## src/rtl/ima_pkg.sv

```systemverilog
package ima_pkg;

  // ****************************************************************
  // bus carriers
  // ****************************************************************
  localparam int ADDR_W = 8;
  localparam int DATA_W = 32;

  typedef struct packed {
    logic psel;
    logic penable;
    logic pwrite;
    logic [ADDR_W-1:0] paddr;
    logic [DATA_W-1:0] pwdata;
  } ima_apb_req_t;

  typedef struct packed {
    logic [DATA_W-1:0] prdata;
    logic pready;
    logic pslverr;
  } ima_apb_rsp_t;

  typedef struct packed {
    logic scl_o;
    logic scl_oe;
    logic sda_o;
    logic sda_oe;
  } ima_pin_out_t;

  // ****************************************************************
  // register map
  // ****************************************************************
  localparam logic [ADDR_W-1:0] OFS_CTRL = 8'h00;
  localparam logic [ADDR_W-1:0] OFS_RELOAD = 8'h04;
  localparam logic [ADDR_W-1:0] OFS_STATUS = 8'h08;
  localparam logic [ADDR_W-1:0] OFS_DATA = 8'h0C;

  // sequence_control_reg fields
  localparam int CTL_EN = 0;
  localparam int CTL_IE = 1;
  localparam int CTL_START = 2;
  localparam int CTL_RSTART = 3;
  localparam int CTL_STOP = 4;
  localparam int CTL_ACK = 5;
  localparam int CTL_ACKDATA = 6;

  // port_status_reg fields
  localparam int ST_COLL = 0;
  localparam int ST_EVT = 1;
  localparam int ST_BF = 2;
  localparam int ST_START = 3;
  localparam int ST_STOP = 4;
  localparam int ST_ACKSTAT = 5;
  localparam int ST_FREE = 6;
  localparam int ST_BUSY = 7;
  localparam int ST_WCOL = 8;

  localparam int RELOAD_W = 7;
  localparam int BYTE_W = 8;
  localparam logic [RELOAD_W-1:0] RELOAD_RST = 7'h04;
  localparam logic [BYTE_W-1:0] BUF_RST = 8'h00;
  localparam logic [DATA_W-1:0] WORD_ZERO = 32'h0000_0000;

  // ****************************************************************
  // timing
  // ****************************************************************
  // bit-period counter advances once every four system clocks
  localparam logic [1:0] BRG_PRE_LAST = 2'h3;
  localparam logic [3:0] BYTE_MSB = 4'h7;
  localparam logic [3:0] BIT_ACK = 4'h8;

  typedef enum {
    S_IDLE,
    S_ST_A, S_ST_B,
    S_RS_A, S_RS_B, S_RS_C, S_RS_D,
    S_SP_A, S_SP_B, S_SP_C, S_SP_D,
    S_ACK_A, S_ACK_B, S_ACK_C,
    S_TX_A, S_TX_B, S_TX_C
  } ima_state_t;

endpackage

```

## src/rtl/ima_brg.sv

```systemverilog
`timescale 1ns/100ps
module ima_brg (
  input wire logic clk_sys,
  input wire logic sys_rst,
  input wire logic load,
  input wire logic run,
  input wire logic [ima_pkg::RELOAD_W-1:0] reload,
  output logic done
);
  import ima_pkg::*;

  logic [1:0] pre_reg;
  logic [RELOAD_W-1:0] cnt_reg;
  logic tick;

  assign tick = (pre_reg == BRG_PRE_LAST);

  always_ff @(posedge clk_sys or posedge sys_rst) begin
    if (sys_rst) begin
      pre_reg <= 2'h0;
    end else if (load || !run) begin
      pre_reg <= 2'h0;
    end else begin
      pre_reg <= pre_reg + 2'h1;
    end
  end

  // frozen whenever run is low and load is not set, so a stretched clock stalls the count
  always_ff @(posedge clk_sys or posedge sys_rst) begin
    if (sys_rst) begin
      cnt_reg <= '0;
    end else if (load) begin
      cnt_reg <= reload;
    end else if (run && tick && cnt_reg != '0) begin
      cnt_reg <= cnt_reg - 7'h01;
    end
  end

  always_ff @(posedge clk_sys or posedge sys_rst) begin
    if (sys_rst) begin
      done <= 1'b0;
    end else begin
      done <= run && tick && !load && cnt_reg == '0;
    end
  end

endmodule

```

## src/rtl/ima_top.sv

```systemverilog
`timescale 1ns/100ps
// Summary of operation
// - on SCL release, counter waits for SCL high, then reloads and counts
// - every master-driven SCL high phase lasts at least one full count
// - in sleep the port keeps working and wakes the core if enabled
// - reset or disable stops the port and aborts any transfer
// - start/stop seen flags clear on reset or disable; they define bus free
// - stop seen while bus busy raises the event flag and interrupt
// - own released one read back low at SCL high is a collision
// - arbitration is checked in address, data, start, restart and ack phases
// - collision in a byte halts it, clears buffer full, frees lines
// - collision in a sequence aborts it, frees lines, clears sequence bits
// - after a collision a stop on the bus sets the event flag
// - next buffer write after a collision starts from the first bit
// - start with SDA or SCL already low aborts with collision
// - start: SDA high loads counter; SCL low with SDA high collides
// - SDA low in first start count reloads and drives SDA at once
// - otherwise SDA low at count end, second count, then SCL low
// - restart: free SDA, count, free SCL; SDA low at SCL high collides
// - other party pulling SDA low in restart count is no collision
// - SCL falling in restart count before SDA driven low collides
// - both high at timeout: SDA low, count, then SCL low
// - stop: SCL high then count; SDA low after its count collides
// - SCL low in stop before SDA is released collides
module ima_top (
  input wire logic clk_sys,
  input wire logic sys_rst,
  input wire ima_pkg::ima_apb_req_t apb_req,
  output ima_pkg::ima_apb_rsp_t apb_rsp,
  input wire logic scl_in,
  input wire logic sda_in,
  output ima_pkg::ima_pin_out_t pins,
  input wire logic sleep_mode,
  output logic port_irq,
  output logic wake_req
);
  import ima_pkg::*;

  // ****************************************************************
  // pin synchronisers and bus condition detect
  // ****************************************************************
  logic scl_meta, scl_s, scl_q;
  logic sda_meta, sda_s, sda_q;
  logic start_det, stop_det;

  always_ff @(posedge clk_sys or posedge sys_rst) begin
    if (sys_rst) begin
      scl_meta <= 1'b1;
      scl_s <= 1'b1;
      scl_q <= 1'b1;
      sda_meta <= 1'b1;
      sda_s <= 1'b1;
      sda_q <= 1'b1;
    end else begin
      scl_meta <= scl_in;
      scl_s <= scl_meta;
      scl_q <= scl_s;
      sda_meta <= sda_in;
      sda_s <= sda_meta;
      sda_q <= sda_s;
    end
  end

  assign start_det = scl_s && scl_q && sda_q && !sda_s;
  assign stop_det = scl_s && scl_q && !sda_q && sda_s;

  // ****************************************************************
  // state and register declarations
  // ****************************************************************
  ima_state_t state_reg;
  logic scl_drv_reg, sda_drv_reg;
  logic [3:0] bit_idx_reg;
  logic brg_load_reg, brg_run, brg_done;
  logic coll_p_reg, evt_p_reg, seq_clr_reg, bf_clr_reg, ack_p_reg, ack_val_reg;
  logic ctl_en_reg, ctl_ie_reg, ctl_start_reg, ctl_rstart_reg, ctl_stop_reg;
  logic ctl_ack_reg, ctl_ackdata_reg;
  logic [RELOAD_W-1:0] reload_reg;
  logic [BYTE_W-1:0] shift_buf_reg;
  logic coll_reg, evt_reg, bf_reg, start_seen_reg, stop_seen_reg;
  logic ack_stat_reg, wcol_reg;
  logic bus_free, idle_ok, start_req, lost, tx_bit;
  logic [2:0] bit_sel;
  logic [DATA_W-1:0] ctrl_word, status_word, prdata_reg;
  logic apb_setup, apb_acc, addr_ok, wr_ctrl, wr_reload, wr_status, wr_data;
  logic data_ok;

  assign bus_free = stop_seen_reg || (!start_seen_reg && !stop_seen_reg);
  // one-cycle guard: completion pulses reach the control bits an edge later
  assign idle_ok = (state_reg == S_IDLE) && !seq_clr_reg && !bf_clr_reg;
  assign start_req = idle_ok && ctl_en_reg && ctl_start_reg && bus_free;
  assign bit_sel = 3'(BYTE_MSB - bit_idx_reg);
  assign tx_bit = (bit_idx_reg == BIT_ACK) ? 1'b1 : shift_buf_reg[bit_sel];

  // ****************************************************************
  // APB slave
  // ****************************************************************
  assign apb_setup = apb_req.psel && !apb_req.penable;
  assign apb_acc = apb_req.psel && apb_req.penable;
  assign addr_ok = (apb_req.paddr == OFS_CTRL) || (apb_req.paddr == OFS_RELOAD) ||
                   (apb_req.paddr == OFS_STATUS) || (apb_req.paddr == OFS_DATA);
  assign wr_ctrl = apb_acc && apb_req.pwrite && apb_req.paddr == OFS_CTRL;
  assign wr_reload = apb_acc && apb_req.pwrite && apb_req.paddr == OFS_RELOAD;
  assign wr_status = apb_acc && apb_req.pwrite && apb_req.paddr == OFS_STATUS;
  assign wr_data = apb_acc && apb_req.pwrite && apb_req.paddr == OFS_DATA;
  assign data_ok = wr_data && idle_ok && !bf_reg && ctl_en_reg;

  assign apb_rsp.pready = apb_acc;
  assign apb_rsp.pslverr = apb_acc && !addr_ok;
  assign apb_rsp.prdata = prdata_reg;

  always_comb begin
    ctrl_word = WORD_ZERO;
    ctrl_word[CTL_EN] = ctl_en_reg;
    ctrl_word[CTL_IE] = ctl_ie_reg;
    ctrl_word[CTL_START] = ctl_start_reg;
    ctrl_word[CTL_RSTART] = ctl_rstart_reg;
    ctrl_word[CTL_STOP] = ctl_stop_reg;
    ctrl_word[CTL_ACK] = ctl_ack_reg;
    ctrl_word[CTL_ACKDATA] = ctl_ackdata_reg;
    status_word = WORD_ZERO;
    status_word[ST_COLL] = coll_reg;
    status_word[ST_EVT] = evt_reg;
    status_word[ST_BF] = bf_reg;
    status_word[ST_START] = start_seen_reg;
    status_word[ST_STOP] = stop_seen_reg;
    status_word[ST_ACKSTAT] = ack_stat_reg;
    status_word[ST_FREE] = bus_free;
    status_word[ST_BUSY] = (state_reg != S_IDLE);
    status_word[ST_WCOL] = wcol_reg;
  end

  // read data captured in the setup phase so the access phase needs no wait
  always_ff @(posedge clk_sys or posedge sys_rst) begin
    if (sys_rst) begin
      prdata_reg <= WORD_ZERO;
    end else if (apb_setup) begin
      case (apb_req.paddr)
        OFS_CTRL: prdata_reg <= ctrl_word;
        OFS_RELOAD: prdata_reg <= DATA_W'(reload_reg);
        OFS_STATUS: prdata_reg <= status_word;
        OFS_DATA: prdata_reg <= DATA_W'(shift_buf_reg);
        default: prdata_reg <= WORD_ZERO;
      endcase
    end
  end

  // ****************************************************************
  // control and data registers
  // ****************************************************************
  always_ff @(posedge clk_sys or posedge sys_rst) begin
    if (sys_rst) begin
      ctl_en_reg <= 1'b0;
      ctl_ie_reg <= 1'b0;
      ctl_ackdata_reg <= 1'b0;
      ctl_start_reg <= 1'b0;
      ctl_rstart_reg <= 1'b0;
      ctl_stop_reg <= 1'b0;
      ctl_ack_reg <= 1'b0;
    end else begin
      if (wr_ctrl) begin
        ctl_en_reg <= apb_req.pwdata[CTL_EN];
        ctl_ie_reg <= apb_req.pwdata[CTL_IE];
        ctl_ackdata_reg <= apb_req.pwdata[CTL_ACKDATA];
      end
      if (!ctl_en_reg || seq_clr_reg) begin
        ctl_start_reg <= 1'b0;
        ctl_rstart_reg <= 1'b0;
        ctl_stop_reg <= 1'b0;
        ctl_ack_reg <= 1'b0;
      end else if (wr_ctrl && idle_ok) begin
        // no queueing: sequence bits are only taken while idle
        ctl_start_reg <= apb_req.pwdata[CTL_START];
        ctl_rstart_reg <= apb_req.pwdata[CTL_RSTART];
        ctl_stop_reg <= apb_req.pwdata[CTL_STOP];
        ctl_ack_reg <= apb_req.pwdata[CTL_ACK];
      end
    end
  end

  always_ff @(posedge clk_sys or posedge sys_rst) begin
    if (sys_rst) begin
      reload_reg <= RELOAD_RST;
    end else if (wr_reload) begin
      reload_reg <= apb_req.pwdata[RELOAD_W-1:0];
    end
  end

  always_ff @(posedge clk_sys or posedge sys_rst) begin
    if (sys_rst) begin
      shift_buf_reg <= BUF_RST;
    end else if (data_ok) begin
      shift_buf_reg <= apb_req.pwdata[BYTE_W-1:0];
    end
  end

  // ****************************************************************
  // status flags: hardware set wins over software clear
  // ****************************************************************
  always_ff @(posedge clk_sys or posedge sys_rst) begin
    if (sys_rst) begin
      coll_reg <= 1'b0;
      evt_reg <= 1'b0;
      wcol_reg <= 1'b0;
    end else begin
      if (coll_p_reg) begin
        coll_reg <= 1'b1;
      end else if (wr_status && apb_req.pwdata[ST_COLL]) begin
        coll_reg <= 1'b0;
      end
      if (evt_p_reg || (stop_det && start_seen_reg && ctl_en_reg)) begin
        evt_reg <= 1'b1;
      end else if (wr_status && apb_req.pwdata[ST_EVT]) begin
        evt_reg <= 1'b0;
      end
      if (wr_data && !data_ok) begin
        wcol_reg <= 1'b1;
      end else if (wr_status && apb_req.pwdata[ST_WCOL]) begin
        wcol_reg <= 1'b0;
      end
    end
  end

  always_ff @(posedge clk_sys or posedge sys_rst) begin
    if (sys_rst) begin
      bf_reg <= 1'b0;
    end else if (data_ok) begin
      bf_reg <= 1'b1;
    end else if (bf_clr_reg || !ctl_en_reg) begin
      bf_reg <= 1'b0;
    end
  end

  always_ff @(posedge clk_sys or posedge sys_rst) begin
    if (sys_rst) begin
      start_seen_reg <= 1'b0;
      stop_seen_reg <= 1'b0;
    end else if (!ctl_en_reg) begin
      start_seen_reg <= 1'b0;
      stop_seen_reg <= 1'b0;
    end else if (start_det) begin
      start_seen_reg <= 1'b1;
      stop_seen_reg <= 1'b0;
    end else if (stop_det) begin
      start_seen_reg <= 1'b0;
      stop_seen_reg <= 1'b1;
    end
  end

  always_ff @(posedge clk_sys or posedge sys_rst) begin
    if (sys_rst) begin
      ack_stat_reg <= 1'b0;
    end else if (ack_p_reg) begin
      ack_stat_reg <= ack_val_reg;
    end
  end

  // interrupt keeps running in sleep, so a finished byte can wake the core
  always_ff @(posedge clk_sys or posedge sys_rst) begin
    if (sys_rst) begin
      port_irq <= 1'b0;
      wake_req <= 1'b0;
    end else begin
      port_irq <= ctl_ie_reg && (coll_reg || evt_reg);
      wake_req <= ctl_ie_reg && sleep_mode && (coll_reg || evt_reg);
    end
  end

  // ****************************************************************
  // bit-period counter
  // ****************************************************************
  // wait states (SCL released, not yet seen high) leave it stopped
  always_comb begin
    case (state_reg)
      S_ST_A, S_ST_B, S_RS_A, S_RS_C, S_RS_D, S_SP_A, S_SP_C, S_SP_D,
      S_ACK_A, S_ACK_C, S_TX_A, S_TX_C: brg_run = 1'b1;
      default: brg_run = 1'b0;
    endcase
  end

  ima_brg u_brg (
    .clk_sys(clk_sys),
    .sys_rst(sys_rst),
    .load(brg_load_reg),
    .run(brg_run),
    .reload(reload_reg),
    .done(brg_done)
  );

  // ****************************************************************
  // arbitration loss per state
  // ****************************************************************
  always_comb begin
    case (state_reg)
      S_IDLE: lost = start_req && (!sda_s || !scl_s);
      S_ST_A: lost = sda_s && !scl_s;
      S_RS_B: lost = scl_s && !sda_s;
      S_RS_C: lost = sda_s && !scl_s;
      S_SP_C: lost = !scl_s;
      S_SP_D: lost = brg_done && !sda_s;
      S_ACK_C: lost = !sda_drv_reg && !sda_s;
      S_TX_C: lost = !sda_drv_reg && !sda_s && bit_idx_reg != BIT_ACK;
      default: lost = 1'b0;
    endcase
  end

  // ****************************************************************
  // sequencer
  // ****************************************************************
  always_ff @(posedge clk_sys or posedge sys_rst) begin
    if (sys_rst) begin
      state_reg <= S_IDLE;
      scl_drv_reg <= 1'b0;
      sda_drv_reg <= 1'b0;
      bit_idx_reg <= 4'h0;
      brg_load_reg <= 1'b0;
      coll_p_reg <= 1'b0;
      evt_p_reg <= 1'b0;
      seq_clr_reg <= 1'b0;
      bf_clr_reg <= 1'b0;
      ack_p_reg <= 1'b0;
      ack_val_reg <= 1'b0;
    end else begin
      brg_load_reg <= 1'b0;
      coll_p_reg <= 1'b0;
      evt_p_reg <= 1'b0;
      seq_clr_reg <= 1'b0;
      bf_clr_reg <= 1'b0;
      ack_p_reg <= 1'b0;
      if (!ctl_en_reg) begin
        state_reg <= S_IDLE;
        scl_drv_reg <= 1'b0;
        sda_drv_reg <= 1'b0;
        bit_idx_reg <= 4'h0;
      end else if (lost) begin
        state_reg <= S_IDLE;
        scl_drv_reg <= 1'b0;
        sda_drv_reg <= 1'b0;
        bit_idx_reg <= 4'h0;
        coll_p_reg <= 1'b1;
        seq_clr_reg <= 1'b1;
        bf_clr_reg <= 1'b1;
      end else begin
        case (state_reg)
          S_IDLE: begin
            if (start_req) begin
              brg_load_reg <= 1'b1;
              state_reg <= S_ST_A;
            end else if (idle_ok && ctl_rstart_reg) begin
              sda_drv_reg <= 1'b0;
              brg_load_reg <= 1'b1;
              state_reg <= S_RS_A;
            end else if (idle_ok && ctl_stop_reg) begin
              sda_drv_reg <= 1'b1;
              brg_load_reg <= 1'b1;
              state_reg <= S_SP_A;
            end else if (idle_ok && ctl_ack_reg) begin
              scl_drv_reg <= 1'b1;
              sda_drv_reg <= !ctl_ackdata_reg;
              brg_load_reg <= 1'b1;
              state_reg <= S_ACK_A;
            end else if (idle_ok && bf_reg) begin
              scl_drv_reg <= 1'b1;
              brg_load_reg <= 1'b1;
              state_reg <= S_TX_A;
            end
          end
          S_ST_A: begin
            if (!sda_s || brg_done) begin
              sda_drv_reg <= 1'b1;
              brg_load_reg <= 1'b1;
              state_reg <= S_ST_B;
            end
          end
          S_ST_B: begin
            if (brg_done) begin
              scl_drv_reg <= 1'b1;
              seq_clr_reg <= 1'b1;
              evt_p_reg <= 1'b1;
              state_reg <= S_IDLE;
            end
          end
          S_RS_A: begin
            if (brg_done) begin
              scl_drv_reg <= 1'b0;
              state_reg <= S_RS_B;
            end
          end
          S_RS_B: begin
            if (scl_s) begin
              brg_load_reg <= 1'b1;
              state_reg <= S_RS_C;
            end
          end
          S_RS_C: begin
            if (!sda_s || brg_done) begin
              sda_drv_reg <= 1'b1;
              brg_load_reg <= 1'b1;
              state_reg <= S_RS_D;
            end
          end
          S_RS_D: begin
            if (brg_done) begin
              scl_drv_reg <= 1'b1;
              seq_clr_reg <= 1'b1;
              evt_p_reg <= 1'b1;
              state_reg <= S_IDLE;
            end
          end
          S_SP_A: begin
            if (brg_done) begin
              scl_drv_reg <= 1'b0;
              state_reg <= S_SP_B;
            end
          end
          S_SP_B: begin
            if (scl_s) begin
              brg_load_reg <= 1'b1;
              state_reg <= S_SP_C;
            end
          end
          S_SP_C: begin
            if (brg_done) begin
              sda_drv_reg <= 1'b0;
              brg_load_reg <= 1'b1;
              state_reg <= S_SP_D;
            end
          end
          S_SP_D: begin
            if (brg_done) begin
              seq_clr_reg <= 1'b1;
              evt_p_reg <= 1'b1;
              state_reg <= S_IDLE;
            end
          end
          S_ACK_A: begin
            if (brg_done) begin
              scl_drv_reg <= 1'b0;
              state_reg <= S_ACK_B;
            end
          end
          S_ACK_B: begin
            if (scl_s) begin
              brg_load_reg <= 1'b1;
              state_reg <= S_ACK_C;
            end
          end
          S_ACK_C: begin
            if (brg_done) begin
              scl_drv_reg <= 1'b1;
              seq_clr_reg <= 1'b1;
              evt_p_reg <= 1'b1;
              state_reg <= S_IDLE;
            end
          end
          S_TX_A: begin
            // data changes only while SCL is held low
            sda_drv_reg <= !tx_bit;
            if (brg_done) begin
              scl_drv_reg <= 1'b0;
              state_reg <= S_TX_B;
            end
          end
          S_TX_B: begin
            if (scl_s) begin
              brg_load_reg <= 1'b1;
              state_reg <= S_TX_C;
            end
          end
          S_TX_C: begin
            if (brg_done) begin
              scl_drv_reg <= 1'b1;
              brg_load_reg <= 1'b1;
              if (bit_idx_reg == BIT_ACK) begin
                ack_p_reg <= 1'b1;
                ack_val_reg <= sda_s;
                evt_p_reg <= 1'b1;
                bit_idx_reg <= 4'h0;
                sda_drv_reg <= 1'b0;
                state_reg <= S_IDLE;
              end else begin
                bf_clr_reg <= (bit_idx_reg == BYTE_MSB);
                bit_idx_reg <= bit_idx_reg + 4'h1;
                state_reg <= S_TX_A;
              end
            end
          end
          default: begin
            state_reg <= S_IDLE;
          end
        endcase
      end
    end
  end

  // open drain: pins only ever pull low
  assign pins.scl_o = 1'b0;
  assign pins.scl_oe = scl_drv_reg;
  assign pins.sda_o = 1'b0;
  assign pins.sda_oe = sda_drv_reg;

endmodule

```

## config.mk

```make
export PLATFORM = sky130hd
export DESIGN_NAME = ima_top
export DESIGN_NICKNAME = d
export VERILOG_FILES = /design/src/rtl/ima_pkg.sv /design/src/rtl/ima_brg.sv /design/src/rtl/ima_top.sv
export SDC_FILE = /design/constraint.sdc
export NUM_CORES = 1
export LEC_CHECK = 0
export ABC_AREA = 1
export BUFFER_PORTS_ARGS = -buffer_cell sky130_fd_sc_hd__buf_4
export CORE_MARGIN = 2
export CORE_UTILIZATION = 45
export DETAILED_ROUTE_END_ITERATION = 10
export PLACE_DENSITY = 0.74
export SLEW_MARGIN = 0
export SYNTH_ARGS = -nofsm -noshare
export SYNTH_HDL_FRONTEND = slang
export SYNTH_HIERARCHICAL = 1
export SYNTH_SLANG_ARGS = --single-unit
```

## constraint.sdc

```tcl
create_clock -name clk_sys -period 4.5 [get_ports clk_sys]
set_input_delay 0.225 -clock clk_sys [delete_from_list [all_inputs] [get_ports clk_sys]]
set_output_delay 0.225 -clock clk_sys [all_outputs]
set_load 0.02 [all_outputs]
```

==> results.toml <==
[worst_setup_path]
crit_path_max_incr_delay_ns = 0.49
crit_chain = "inv_1 -> ha_1 -> inv_1 -> nor2_1 -> nand3_2 -> nor3_1 -> nand3_1 -> mux2_2"
cp-start-kind = "register"
crit_path_end_kind = "register"
cpMostUsedCell = "inv_1"
rrSetupSlack_ns = 2.04
crit_fanout = 16
crit_family = "simple AND/OR/NAND/NOR gates"
startpoint = "state_reg[1]$_DFFE_PP0P_"
crit_buf_inv = 2
reg2reg_from = "state_reg[1]$_DFFE_PP0P_"
crit_type = "reg2reg"
cp_slowest_cell = "nand3_1"
arrival_ns = 2.70
required_ns = 4.75

[route]
wl_met2_um = 4950
remaining_drc_errors = 0
drt_iter0_markers = 174
viasPerCell = 5.079
routed-via-count = 3911
highest-signal-layer = "met4"
routedWlPerCell_um = 13.75
dr_wl_met3_um = 568
ant_nets = 0
wl_met1_um = 4809
wl_um = 10590
dr.pass1.iters = 5

[power_and_ir_drop]
leakage_nw = 2.572
p_per_area_nw_per_um2 = 490.8
ir_worst_vdd_uv = 311.2

[grt]
grt_max_degree = 65
track_usage = 0.2123
antenna_found_initial = 0
grt_pass1_vias = 3808
grt-ovfl-total = 0
grt_pass1_wl_um = 17580

[timing]
fin_crit_sh = 0.5458
rsz0062_at_grt = "false"
hold_violations = 0
drv_slew = 0
timing.fmax_mhz = 407.1
period_needed_ns = 2.456
layout_setup_ws_ns = 2.044
finalSetupTns_ns = 0
fin_skew_ns = 0.01022
worst_pin_slew_ns = 0.8099
finalSetupViolations = 0
max_slew_margin = 0.4601

[yosys]
synth_edf_count = 0
yosys_warnings = 6
synth_seq_cells = 74
synth_area_um2 = 4436
synth-async-reset-ratio = 1.000
syn_inst = 587
synth.avg_cell_area_um2 = 7.556
ys_types = 42
ys_seq_area_frac = 0.4195
synth_ff_type = "dfrtp_1"

[placed_design]
port_buffers = 39
dp_hpwl_um = 8084
place_ws_ns = 2.071
place_congestion = 0.9138
dpl.cell_count = 751
dpl_cell_area_um2 = 4750

[clock_network]
cts_buffer_depth = 2
cts_buffers = 9
cts-root-buf = "clkbuf_8"
cts_setup_buffers = 0
path_clk_slew_ns = 0.09
hold_buffers = 3
cts.sinks = 74
cts_tree = "built"
clk_latency_ns = 0.35
h-tree-depth = 3
cts_resized = 0

[layout]
area_growth_syn_to_layout_pct = 12.44
layout.area.seq_um2 = 1861
final_common_cell = "nand2_1"
multi_input_area_um2 = 2118
fin_util = 0.5150
layout_common_cells = "162 x nand2_1, 70 x inv_1, 67 x dfrtp_1"
layout-drive-gt1-share = 0.1570
final_cells = 770
diodes = 0
stdcell_area_um2 = 4987
nets = 689
largest_register_ffs = 9
nFillCells = 931

[die]
rows = 36
die_height_um = 103.3
start_util = 0.4580
dieArea_um2 = 10670
io_pins = 88
coreArea_um2 = 9684
die_width_um = 103.3

[status]
status = "finished, final reports clean"

[job]
maxCapViolCount = 0

[worst_hold_path]
hold_path.class = "in2reg"
hold_start = "apb_req[1]"
power by group:
group	total, mW	leakage [nW]	switching (mW)	internal, mW
combinational	1.03	1.51	0.679	0.352
clock	0.551	0.102	0.285	0.266
sequential	0.866	0.956	0.104	0.761
total	2.45	2.57	1.07	1.38
cells in the mapped netlist (5+ instances only):
library cell	n	area, um^2
o21ai_1	6	30.03
nand4_1	16	100.1
inv_1	71	266.5
nand3_1	48	240.2
nand2_1	162	608.1
dfstp_2	7	183.9
nand2_2	5	31.28
nor2_1	57	214.0
nor2_2	7	43.79
o21ai_0	40	200.2
ha_1	9	112.6
a21oi_1	8	40.04
dfrtp_1	67	1677
buf_4	29	217.7
o2111ai_1	7	61.31
layer usage:
metal | global-route usage | vias up
li1 | - | 1940
met1 | 0.2710 | 1814
met2 | 0.3546 | 134
met3 | 0.04435 | 23
met4 | 0.08300 | 0
met5 | 0 | -
layout make-up:
class | count | share of cell area
repair buffers | 43 | 0.06623
flip-flops and latches | 74 | 0.3731
inverters | 79 | 0.06096
well taps | 133 | 0.03337
multi-input cells | 425 | 0.4247
clock buffers | 9 | 0.02484
clock inverters | 7 | 0.01681
logic make-up after synthesis:
kind of cell               Yosys count  synth area share
and+or+nand+nor                    313            0.3258
buffers and inverters              112            0.1233
AOI/OAI and AO/OA                   76            0.1001
DFF                                 74            0.4195
adders and majority gates            9           0.02539
muxes                                2          0.005077
other                                1         0.0008455
metrics by stage:
stage / power, mW / hold slack [ns]
floorplan: 1.690 / 0.06518
global placement: 1.867 / 0.2560
detailed placement: 1.897 / 0.2626
CTS: 2.456 / 0.07423
global route: 2.650 / 0.08202
finish: 2.448 / 0.08226
worst register-to-register path, cell delays in order, from the launching register on:
cell and delay (ns):
dfrtp_1 0.42, inv_1 0.10, ha_1 0.20, inv_1 0.06, nor2_1 0.20, nand3_2 0.14
nor3_1 0.32, nand3_1 0.49, mux2_2 0.44
final timing paths:
kind,endpoint,depth (start not counted)
max,shift_buf_reg[7]$_DFFE_PP0P_,8
min,ctl_ie_reg$_DFFE_PP0P_,3
max reg2reg,shift_buf_reg[7]$_DFFE_PP0P_,8
min reg2reg,scl_s$_DFF_PP1_,0
max in group asynchronous,reload_reg[1]$_DFFE_PP0P_,4
min in group asynchronous,u_brg/cnt_reg[6]$_DFFE_PP0P_,3
No activity file was read; power rests on OpenSTA's default activity.
